[src/ipr_defs.svh]
// Constants for the interrupt priority registers 4 to 6.
// Assumes inclusion by the package, the design and the bench.
`ifndef IPR_DEFS_SVH
`define IPR_DEFS_SVH
`define IPR_IDX_REG4 4
`define IPR_IDX_REG5 5
`define IPR_IDX_REG6 6
`define IPR_ADDR_REG4 8'h10
`define IPR_ADDR_REG5 8'h14
`define IPR_ADDR_REG6 8'h18
`define IPR_MASK_REG4 16'hFC3F
`define IPR_MASK_REG5 16'hFF3F
`define IPR_MASK_REG6 16'hFFCF
`define IPR_RESET_VAL 16'h0000
`define IPR_CODE_OFF 2'b00
`define IPR_NUM_SRC 48
`define IPR_RESP_OKAY 2'b00
`define IPR_RESP_SLVERR 2'b10
`endif

[src/ipr_pkg.sv]
// Types for the interrupt priority registers 4 to 6.
// Assumes the constants header is in the include path.
`default_nettype none
`include "ipr_defs.svh"
package ipr_pkg;
  typedef logic [1:0] ipr_level_t;
  typedef struct packed {
    logic valid;
    ipr_level_t level;
  } ipr_req_s;
  typedef enum logic [1:0] {
    IPR_IDLE = 2'b00,
    IPR_RESP = 2'b01
  } ipr_state_e;
endpackage
`default_nettype wire

[src/ipr_regs.sv]
// AXI4-Lite slave with priority registers 4 to 6 and request tagging.
// Assumes pending inputs come from logic on clk_sys.
// Notes on behaviour
// - Field 00 disables source; 01, 10, 11 mean levels 0, 1, 2.
// - Reset clears every priority field to the disabled code.
// - Reserved bits read zero; writes to them are ignored.
// - Register 4 bits 15-10 hold serial peripheral receive/transmit levels.
// - Register 4 bits 9-6 reserved; bits 5-0 hold port groups A, B, C.
// - Register 5 bits 15-12 hold decoder 1 index and home/watchdog levels.
// - Register 5 bits 11-8 hold serial channel 1 receive levels; 7-6 reserved.
// - Register 5 bits 5-0 hold channel 1 transmit and peripheral 0 transmit.
// - Register 6 bits 15-10 hold timer C0, D3, D2 levels.
// - Register 6 bits 9-6 hold timer D1, D0; bits 5-4 reserved.
// - Register 6 bits 3-0 hold decoder 0 index and home/watchdog levels.
//
// Local design decision: the AXI4-Lite interface to the registers.
`timescale 1ns/100ps
`default_nettype none
`include "ipr_defs.svh"
module ipr_regs
  import ipr_pkg::*;
(
  input wire logic clk_sys,
  input wire logic reset_n,
  input wire logic [7:0] s_axi_awaddr,
  input wire logic s_axi_awvalid,
  output logic s_axi_awready,
  input wire logic [31:0] s_axi_wdata,
  input wire logic [3:0] s_axi_wstrb,
  input wire logic s_axi_wvalid,
  output logic s_axi_wready,
  output logic [1:0] s_axi_bresp,
  output logic s_axi_bvalid,
  input wire logic s_axi_bready,
  input wire logic [7:0] s_axi_araddr,
  input wire logic s_axi_arvalid,
  output logic s_axi_arready,
  output logic [31:0] s_axi_rdata,
  output logic [1:0] s_axi_rresp,
  output logic s_axi_rvalid,
  input wire logic s_axi_rready,
  input wire logic [47:0] irq_pending,
  output ipr_req_s [47:0] irq_req_r
);
  logic [15:0] irq_priority_reg_4_r;
  logic [15:0] irq_priority_reg_5_r;
  logic [15:0] irq_priority_reg_6_r;
  logic [7:0] awaddr_r;
  logic [31:0] wdata_r;
  logic [3:0] wstrb_r;
  logic aw_held_r;
  logic w_held_r;
  ipr_state_e wr_state_r;
  logic [47:0] field_vec;
  logic [15:0] wmerge;
  logic do_write;
  logic [15:0] rd_val;
  ipr_req_s [47:0] req_nxt;

  assign do_write = aw_held_r && w_held_r && (wr_state_r == IPR_IDLE);

  // Address and data are taken independently, in either order
  always_ff @(posedge clk_sys) begin
    if (!reset_n) begin
      aw_held_r <= 1'b0;
      awaddr_r <= 8'h00;
      s_axi_awready <= 1'b0;
    end else begin
      s_axi_awready <= !aw_held_r && !s_axi_awready && s_axi_awvalid;
      if (s_axi_awvalid && s_axi_awready) begin
        aw_held_r <= 1'b1;
        awaddr_r <= s_axi_awaddr;
      end else if (do_write) begin
        aw_held_r <= 1'b0;
      end
    end
  end

  always_ff @(posedge clk_sys) begin
    if (!reset_n) begin
      w_held_r <= 1'b0;
      wdata_r <= 32'h0000_0000;
      wstrb_r <= 4'h0;
      s_axi_wready <= 1'b0;
    end else begin
      s_axi_wready <= !w_held_r && !s_axi_wready && s_axi_wvalid;
      if (s_axi_wvalid && s_axi_wready) begin
        w_held_r <= 1'b1;
        wdata_r <= s_axi_wdata;
        wstrb_r <= s_axi_wstrb;
      end else if (do_write) begin
        w_held_r <= 1'b0;
      end
    end
  end

  // Byte-lane merge of the low halfword; upper lanes have no storage
  always_comb begin
    wmerge = 16'h0000;
    wmerge[7:0] = wdata_r[7:0];
    wmerge[15:8] = wdata_r[15:8];
  end

  function automatic logic [15:0] ipr_upd(input logic [15:0] cur, input logic [15:0] msk,
                                          input logic [15:0] d, input logic [3:0] st);
    logic [15:0] res;
    res = cur;
    if (st[0]) begin
      res[7:0] = d[7:0];
    end
    if (st[1]) begin
      res[15:8] = d[15:8];
    end
    return res & msk;
  endfunction

  always_ff @(posedge clk_sys) begin
    if (!reset_n) begin
      irq_priority_reg_4_r <= `IPR_RESET_VAL;
      irq_priority_reg_5_r <= `IPR_RESET_VAL;
      irq_priority_reg_6_r <= `IPR_RESET_VAL;
    end else if (do_write) begin
      case (awaddr_r)
        `IPR_ADDR_REG4: begin
          irq_priority_reg_4_r <= ipr_upd(irq_priority_reg_4_r, `IPR_MASK_REG4,
                                          wmerge, wstrb_r);
        end
        `IPR_ADDR_REG5: begin
          irq_priority_reg_5_r <= ipr_upd(irq_priority_reg_5_r, `IPR_MASK_REG5,
                                          wmerge, wstrb_r);
        end
        `IPR_ADDR_REG6: begin
          irq_priority_reg_6_r <= ipr_upd(irq_priority_reg_6_r, `IPR_MASK_REG6,
                                          wmerge, wstrb_r);
        end
        default: begin
        end
      endcase
    end
  end

  always_ff @(posedge clk_sys) begin
    if (!reset_n) begin
      wr_state_r <= IPR_IDLE;
      s_axi_bvalid <= 1'b0;
      s_axi_bresp <= `IPR_RESP_OKAY;
    end else begin
      case (wr_state_r)
        IPR_IDLE: begin
          if (do_write) begin
            wr_state_r <= IPR_RESP;
            s_axi_bvalid <= 1'b1;
            if (awaddr_r == `IPR_ADDR_REG4 || awaddr_r == `IPR_ADDR_REG5 ||
                awaddr_r == `IPR_ADDR_REG6) begin
              s_axi_bresp <= `IPR_RESP_OKAY;
            end else begin
              s_axi_bresp <= `IPR_RESP_SLVERR;
            end
          end
        end
        IPR_RESP: begin
          if (s_axi_bready) begin
            wr_state_r <= IPR_IDLE;
            s_axi_bvalid <= 1'b0;
          end
        end
        default: begin
          wr_state_r <= IPR_IDLE;
          s_axi_bvalid <= 1'b0;
        end
      endcase
    end
  end

  always_comb begin
    case (s_axi_araddr)
      `IPR_ADDR_REG4: rd_val = irq_priority_reg_4_r & `IPR_MASK_REG4;
      `IPR_ADDR_REG5: rd_val = irq_priority_reg_5_r & `IPR_MASK_REG5;
      `IPR_ADDR_REG6: rd_val = irq_priority_reg_6_r & `IPR_MASK_REG6;
      default: rd_val = 16'h0000;
    endcase
  end

  // Read: arready pulses once, data follows on the next edge
  always_ff @(posedge clk_sys) begin
    if (!reset_n) begin
      s_axi_arready <= 1'b0;
      s_axi_rvalid <= 1'b0;
      s_axi_rdata <= 32'h0000_0000;
      s_axi_rresp <= `IPR_RESP_OKAY;
    end else begin
      s_axi_arready <= s_axi_arvalid && !s_axi_arready && !s_axi_rvalid;
      if (s_axi_arvalid && s_axi_arready) begin
        s_axi_rvalid <= 1'b1;
        s_axi_rdata <= {16'h0000, rd_val};
        if (s_axi_araddr == `IPR_ADDR_REG4 || s_axi_araddr == `IPR_ADDR_REG5 ||
            s_axi_araddr == `IPR_ADDR_REG6) begin
          s_axi_rresp <= `IPR_RESP_OKAY;
        end else begin
          s_axi_rresp <= `IPR_RESP_SLVERR;
        end
      end else if (s_axi_rvalid && s_axi_rready) begin
        s_axi_rvalid <= 1'b0;
      end
    end
  end

  // Source order: reg6 fields in [15:0], reg5 in [31:16], reg4 in [47:32] of 2-bit pairs
  assign field_vec = {irq_priority_reg_4_r, irq_priority_reg_5_r, irq_priority_reg_6_r};

  genvar gi;
  // Entries past the documented sources have no field and stay idle
  generate
    for (gi = 0; gi < `IPR_NUM_SRC; gi++) begin : g_src
      if (gi < `IPR_NUM_SRC / 2) begin : g_used
        // Code 00 blocks; otherwise level is code minus one
        assign req_nxt[gi].valid = irq_pending[gi] &&
                                   (field_vec[2*gi+1 -: 2] != `IPR_CODE_OFF);
        assign req_nxt[gi].level = field_vec[2*gi+1 -: 2] - 2'b01;
        level_cap_a: assert property (@(posedge clk_sys) disable iff (!reset_n)
          irq_req_r[gi].valid |-> irq_req_r[gi].level != 2'b11)
          else $error("request tagged above level two");
        req_follow_a: assert property (@(posedge clk_sys) disable iff (!reset_n)
          irq_req_r[gi].valid == ($past(irq_pending[gi]) &&
                                  $past(field_vec[2*gi+1 -: 2]) != `IPR_CODE_OFF))
          else $error("request does not follow pending and enable");
      end else begin : g_idle
        assign req_nxt[gi] = '0;
        idle_entry_a: assert property (@(posedge clk_sys) disable iff (!reset_n)
          !irq_req_r[gi].valid)
          else $error("entry without a field requested");
      end
    end
  endgenerate

  // One register stage for all request entries
  always_ff @(posedge clk_sys) begin
    if (!reset_n) begin
      irq_req_r <= '0;
    end else begin
      irq_req_r <= req_nxt;
    end
  end

  // Register contents and request tagging
  disable_req_a: assert property (@(posedge clk_sys) disable iff (!reset_n)
    $past(field_vec[1:0]) == `IPR_CODE_OFF |-> !irq_req_r[0].valid)
    else $error("disabled source presented a request");
  level_map_a: assert property (@(posedge clk_sys) disable iff (!reset_n)
    irq_req_r[23].valid |-> irq_req_r[23].level == $past(field_vec[47:46]) - 2'b01)
    else $error("wrong decoded level");
  reset_clear_a: assert property (@(posedge clk_sys)
    !reset_n |=> irq_priority_reg_4_r == 16'h0000 && irq_priority_reg_5_r == 16'h0000 &&
    irq_priority_reg_6_r == 16'h0000)
    else $error("priority not cleared by reset");
  rsvd4_zero_a: assert property (@(posedge clk_sys) disable iff (!reset_n)
    irq_priority_reg_4_r[9:6] == 4'h0)
    else $error("reg4 reserved bits set");
  rsvd5_zero_a: assert property (@(posedge clk_sys) disable iff (!reset_n)
    irq_priority_reg_5_r[7:6] == 2'b00)
    else $error("reg5 reserved bits set");
  rsvd6_zero_a: assert property (@(posedge clk_sys) disable iff (!reset_n)
    irq_priority_reg_6_r[5:4] == 2'b00)
    else $error("reg6 reserved bits set");
  rdata_upper_a: assert property (@(posedge clk_sys) disable iff (!reset_n)
    s_axi_rvalid |-> s_axi_rdata[31:16] == 16'h0000)
    else $error("upper read bits nonzero");
  write_reg4_a: assert property (@(posedge clk_sys) disable iff (!reset_n)
    do_write && awaddr_r == `IPR_ADDR_REG4 && wstrb_r == 4'hF |=>
    irq_priority_reg_4_r == ($past(wdata_r[15:0]) & `IPR_MASK_REG4))
    else $error("reg4 write not stored");
  write_reg5_a: assert property (@(posedge clk_sys) disable iff (!reset_n)
    do_write && awaddr_r == `IPR_ADDR_REG5 && wstrb_r == 4'hF |=>
    irq_priority_reg_5_r == ($past(wdata_r[15:0]) & `IPR_MASK_REG5))
    else $error("reg5 write not stored");
  write_reg6_a: assert property (@(posedge clk_sys) disable iff (!reset_n)
    do_write && awaddr_r == `IPR_ADDR_REG6 && wstrb_r == 4'hF |=>
    irq_priority_reg_6_r == ($past(wdata_r[15:0]) & `IPR_MASK_REG6))
    else $error("reg6 write not stored");
  lane_keep_a: assert property (@(posedge clk_sys) disable iff (!reset_n)
    do_write && awaddr_r == `IPR_ADDR_REG6 && !wstrb_r[1] |=>
    irq_priority_reg_6_r[15:8] == $past(irq_priority_reg_6_r[15:8]))
    else $error("unstrobed lane of reg6 changed");
  unmapped_wr_a: assert property (@(posedge clk_sys) disable iff (!reset_n)
    do_write && awaddr_r > `IPR_ADDR_REG6 |=> s_axi_bresp == `IPR_RESP_SLVERR &&
    $stable(irq_priority_reg_4_r) && $stable(irq_priority_reg_5_r) &&
    $stable(irq_priority_reg_6_r))
    else $error("unmapped write not refused");

  // Bus handshake timing
  bresp_time_a: assert property (@(posedge clk_sys) disable iff (!reset_n)
    do_write |=> s_axi_bvalid)
    else $error("write response late");
  aw_pulse_a: assert property (@(posedge clk_sys) disable iff (!reset_n)
    s_axi_awready |=> !s_axi_awready)
    else $error("awready held past one cycle");
  w_pulse_a: assert property (@(posedge clk_sys) disable iff (!reset_n)
    s_axi_wready |=> !s_axi_wready)
    else $error("wready held past one cycle");
  ar_pulse_a: assert property (@(posedge clk_sys) disable iff (!reset_n)
    s_axi_arready |=> !s_axi_arready)
    else $error("arready held past one cycle");
  rd_answer_a: assert property (@(posedge clk_sys) disable iff (!reset_n)
    s_axi_arvalid && s_axi_arready |=> s_axi_rvalid)
    else $error("read data late");

  // Scenarios that the bench should reach
  write_done_c: cover property (@(posedge clk_sys) s_axi_bvalid && s_axi_bready);
  read_done_c: cover property (@(posedge clk_sys) s_axi_rvalid && s_axi_rready);
  req_top_c: cover property (@(posedge clk_sys) irq_req_r[0].valid && irq_req_r[0].level == 2'b10);
  slverr_c: cover property (@(posedge clk_sys) s_axi_bvalid && s_axi_bresp == `IPR_RESP_SLVERR);
  lane_part_c: cover property (@(posedge clk_sys) do_write && wstrb_r != 4'hF);
endmodule
`default_nettype wire

[config.mk]
export PLATFORM = sky130hd
export DESIGN_NAME = ipr_regs
export DESIGN_NICKNAME = d
export VERILOG_FILES = /design/src/ipr_pkg.sv /design/src/ipr_regs.sv
export VERILOG_INCLUDE_DIRS = /design/src
export SDC_FILE = /design/constraint.sdc
export NUM_CORES = 1
export LEC_CHECK = 0
export BUFFER_PORTS_ARGS = -buffer_cell sky130_fd_sc_hd__buf_4
export CAP_MARGIN = 20
export CORE_ASPECT_RATIO = 0.9
export CORE_MARGIN = 10
export CORE_UTILIZATION = 43
export CTS_CLUSTER_DIAMETER = 60
export DETAILED_ROUTE_END_ITERATION = 16
export PLACE_DENSITY = 0.84
export SYNTH_ARGS = -nofsm -noshare
export SYNTH_HDL_FRONTEND = slang
export SYNTH_SLANG_ARGS = --single-unit
export TNS_END_PERCENT = 20
[constraint.sdc]
create_clock -name clk_sys -period 1.53 [get_ports clk_sys]
set_clock_uncertainty 0.15 [all_clocks]
set_input_delay 0 -clock clk_sys [delete_from_list [all_inputs] [get_ports clk_sys]]
set_output_delay 0 -clock clk_sys [all_outputs]
set_load 0.005 [all_outputs]
Word-level counts from Yosys, hierarchy flattened --
Cells that the tools add are included. Widths: inputs -> output; s select.
Cells by class: add/subtract/negate cells 20, equality and inequality tests 9, muxes and demuxes 14, reduce and logical (&&, ||, !) cells 74
Operator list (number):
- $eq 8x5->1 const B | 6
- $pmux 16 s3 | 1
- $reduce_bool 2->1 | 23
- $sub 2x1->2 const B | 20
- $logic_and 1x1->1 | 32
- $reduce_and 3->1 | 6
- $mux 2 | 4
- $mux 1 | 7
- $logic_not 1->1 | 6
- $logic_or 1x1->1 | 4
- $ne 2x2->1 const B | 2
- $pmux 2 s2 | 1
- $reduce_and 2->1 | 2
- $eq 2x1->1 const B | 1
- $logic_not 2->1 | 1
- $pmux 1 s2 | 1
Storage, ports and cells: register bits after elaboration 228, bits of input ports 107, word-level logic and storage cells 226

Logic depth before layout (Yosys ltp) --
depth after elaboration 4, depth in mapped cells 5

Worst setup path before layout --
OpenSTA, ideal clock, no wires.
path kind reg-to-reg, start point reg awaddr_r[5], end point reg irq_priority_reg_6_r[10], library setup time 0.072 ns, arrival time 1.369 ns, required time 1.308 ns, slack -0.060 ns, stages on the path, launching flop included 5, cell sequence dfxtp_1 nor4b_4 and4_1 buf_6 mux2i_1
Between the ends: longest elaborated chain between the ends 2
RTL lines:
- start, declared | line ipr_regs.sv:48 | logic [7:0] awaddr_r;
- start signal, assigned | line ipr_regs.sv:72 | awaddr_r <= s_axi_awaddr;
- $eq 8x5->1 | line ipr_regs.sv:123 | case (awaddr_r)
- $reduce_and 3->1 (no source line)
- end signal, assigned | line ipr_regs.sv:121 | irq_priority_reg_6_r <= `IPR_RESET_VAL;
- end signal, assigned | line ipr_regs.sv:133 | irq_priority_reg_6_r <= ipr_upd(irq_priority_reg_6_r, `IPR_MASK_REG6,
- end, declared | line ipr_regs.sv:47 | logic [15:0] irq_priority_reg_6_r;
Every way passes these cells. A chain may end at the register's enable or synchronous reset.

Worst setup path in the final report --
Ends and elaborated chain as after synthesis.

==> impl_metrics.json <==
{
  "grt_pass1_vias": 5318,
  "grt_pass1_wl_microns": 27900,
  "ys_seq_area_frac": 0.454,
  "overflow": 0,
  "finalNonFillerCells": 1138,
  "vias": 5080,
  "p_seq_frac": 0.458,
  "worst_ir_drop_vdd_mv": 0.755,
  "fin_nets": 1049,
  "fmax_mhz": 638,
  "die_x_microns": 152,
  "syn_inst": 700,
  "viasPerCell": 4.46,
  "pwr-share-comb": 0.083,
  "finalHoldViolCount": 0,
  "dpl_worst_slack_ns": -0.0515,
  "worstSetupStartpointType": "register",
  "drcViolationCount": 0,
  "htreeDepth": 4,
  "cts_tree": "yes",
  "grt_max_degree": 53,
  "cpPeakStageDelay_ns": 0.33,
  "critical_path_class": "register to register",
  "setup_ws_ns": -0.0382,
  "die_height_microns": 138,
  "intPower_mw": 6.86,
  "wl_per_cell_microns": 15.7,
  "drt_iter0_markers": 233,
  "ant_nets": 0,
  "status": "finished with violations",
  "crit_required_ns": 1.73,
  "cts_made_buffers": 17,
  "drive_gt1_frac": 0.256,
  "path_cells": "nor4b_4 > buf_6 > and4_4 > buf_12 > mux2i_1",
  "clock_latency_ns": 0.42,
  "antenna_found_initial": 2,
  "netlist_area_sq_um": 6710,
  "ys_warn_count": 0,
  "cp-end-kind": "register",
  "synth_top_area_share": 0.454,
  "synth.area.top_cells": "dfxtp_1, buf_4, mux2i_1",
  "switching_share": 0.232,
  "dieArea_sq_um": 21000,
  "violations": "setup timing",
  "synth_top_area_cell": "dfxtp_1",
  "min_period_ns": 1.57,
  "min_path_type": "input pin to register",
  "maxCapViolCount": 0,
  "area_growth_pct": 35.8,
  "post-dp-hpwl_microns": 13000,
  "synthArstFlopShare": 0,
  "num_rows": 43,
  "ys_ff_latch": 152,
  "gp_congestion": 0.785,
  "fin_crit_sh": 1.02,
  "synth_edf_count": 0,
  "grt_usage": 0.167,
  "cts-root-buf": "clkbuf_16",
  "pwr-share-clk": 0.459,
  "routed_wl_microns": 17900,
  "synth_area_per_cell_sq_um": 9.58,
  "place_inst": 1042,
  "report.final.slew_viol_count": 0,
  "synth-main-ff-cell": "dfxtp_1",
  "power_density_nw_per_um2": 980,
  "path_max_fanout": 8,
  "hold_slack_ns": 0.0163,
  "pin_count": 292,
  "coreArea_sq_um": 15300,
  "p_sw_mw": 2.07,
  "start_util": 0.437,
  "arrival_ns": 1.77,
  "firstDrtPassIters": 4,
  "layout_common_cells": "buf_4, dfxtp_1, nand2_1",
  "cts_sinks": 152,
  "setup_viol": 11,
  "portBuffers": 151,
  "leakagePower_nw": 4.33,
  "final_common_cell": "buf_4",
  "clk_pin_slew_ns": 0.06,
  "synth.distinct_cells": 35,
  "critPathSlowestCell": "dfxtp_2",
  "rsz0062_at_grt": "true",
  "clock_path_buffers": 2
}
state kept, by name, summed over array words and instances, names as in the netlist, 2 cells and up:
name and cells:
irq_priority_reg_4_r 12, wstrb_r 2, s_axi_rdata 16, wdata_r 16
irq_req_r 61, irq_priority_reg_6_r 14, awaddr_r 8, irq_priority_reg_5_r 14
power by group through the flow:
stage	clock network, mW	registers (mW)	logic, mW
after global routing	4.34	4.10	0.807
after floorplan	0	4.18	0.431
after detailed placement	0	4.18	0.593
final	4.10	4.09	0.740
after global placement	0	4.17	0.583
after CTS	4.17	4.09	0.724
area by class of cell:
cell class	instances	area (sq um)
clock buffers	18	429
repair buffers	245	2110
clock inverters	13	146
inverters	41	154
multi-input cells	465	2960
well taps	202	253
diodes	2	5.00
flip-flops and latches	152	3050
fillers	1255	6230
metrics by stage:
step	area (sq um)	utilization	setup TNS (ns)	power, mW
2_1_floorplan	7060	-	-0.852	4.61
4_1_cts	9110	0.594	-0.143	8.99
5_1_grt	9110	0.594	-2.10	9.25
3_5_place_dp	7880	0.514	-0.794	4.77
6_report	9110	0.594	-0.129	8.93
3_3_place_gp	7880	0.514	0	4.75
path summary, 6_finish.rpt:
| path | slack, ns | startpoint | endpoint | depth (start not counted) |
|---|---|---|---|---|
| worst max-delay path | -0.04 | awaddr_r[5] | irq_priority_reg_6_r[10] | 5 |
| worst min register to register | 0.29 | aw_held_r | s_axi_awready | 1 |
| worst min-delay path | 0.02 | s_axi_araddr[4] | s_axi_rdata[5] | 5 |
| worst max register to register | -0.04 | awaddr_r[5] | irq_priority_reg_6_r[10] | 5 |
routing by layer:
layer,track usage,wire [microns],vias to the layer above
met5,0,0,-
met4,0.0491,273,0
met3,0.0679,1350,23
met2,0.289,9200,138
met1,0.180,7040,2373
li1,-,-,2546
Yosys cell counts, drive strengths merged (11+ instances only):
cell / count
ha: 20
and3b: 30
a21boi: 32
nor2: 13
and2: 13
inv: 41
nand3: 11
nand2: 111
dfxtp: 152
clkbuf: 24
mux2i: 50
nor2b: 42
buf: 111
worst max-delay path: cells and delay by family (launching register included):
kind	cells	cell delay (ns)
simple gates	2	0.52
flops	1	0.33
buf+inv	2	0.30
mux	1	0.19
timing repair:
action,in CTS,in global routing
endpoints found under the setup margin,22,40
hold buffers,63,0
pin swaps,4,0
buffers inserted,1,0
gates resized for setup,6,5
hold endpoints to repair,93,0
cloned,0,0
logic make-up after synthesis:
family | count (synthesis) | share of synthesized area
and+or+nand+nor | 238 | 0.197
buffers and inverters | 176 | 0.158
DFF | 152 | 0.454
AOI/OAI and AO/OA | 61 | 0.0754
muxes | 52 | 0.0780
adders and majority gates | 20 | 0.0373
other | 1 | 0.000559
(Power assumes the default switching activity.)
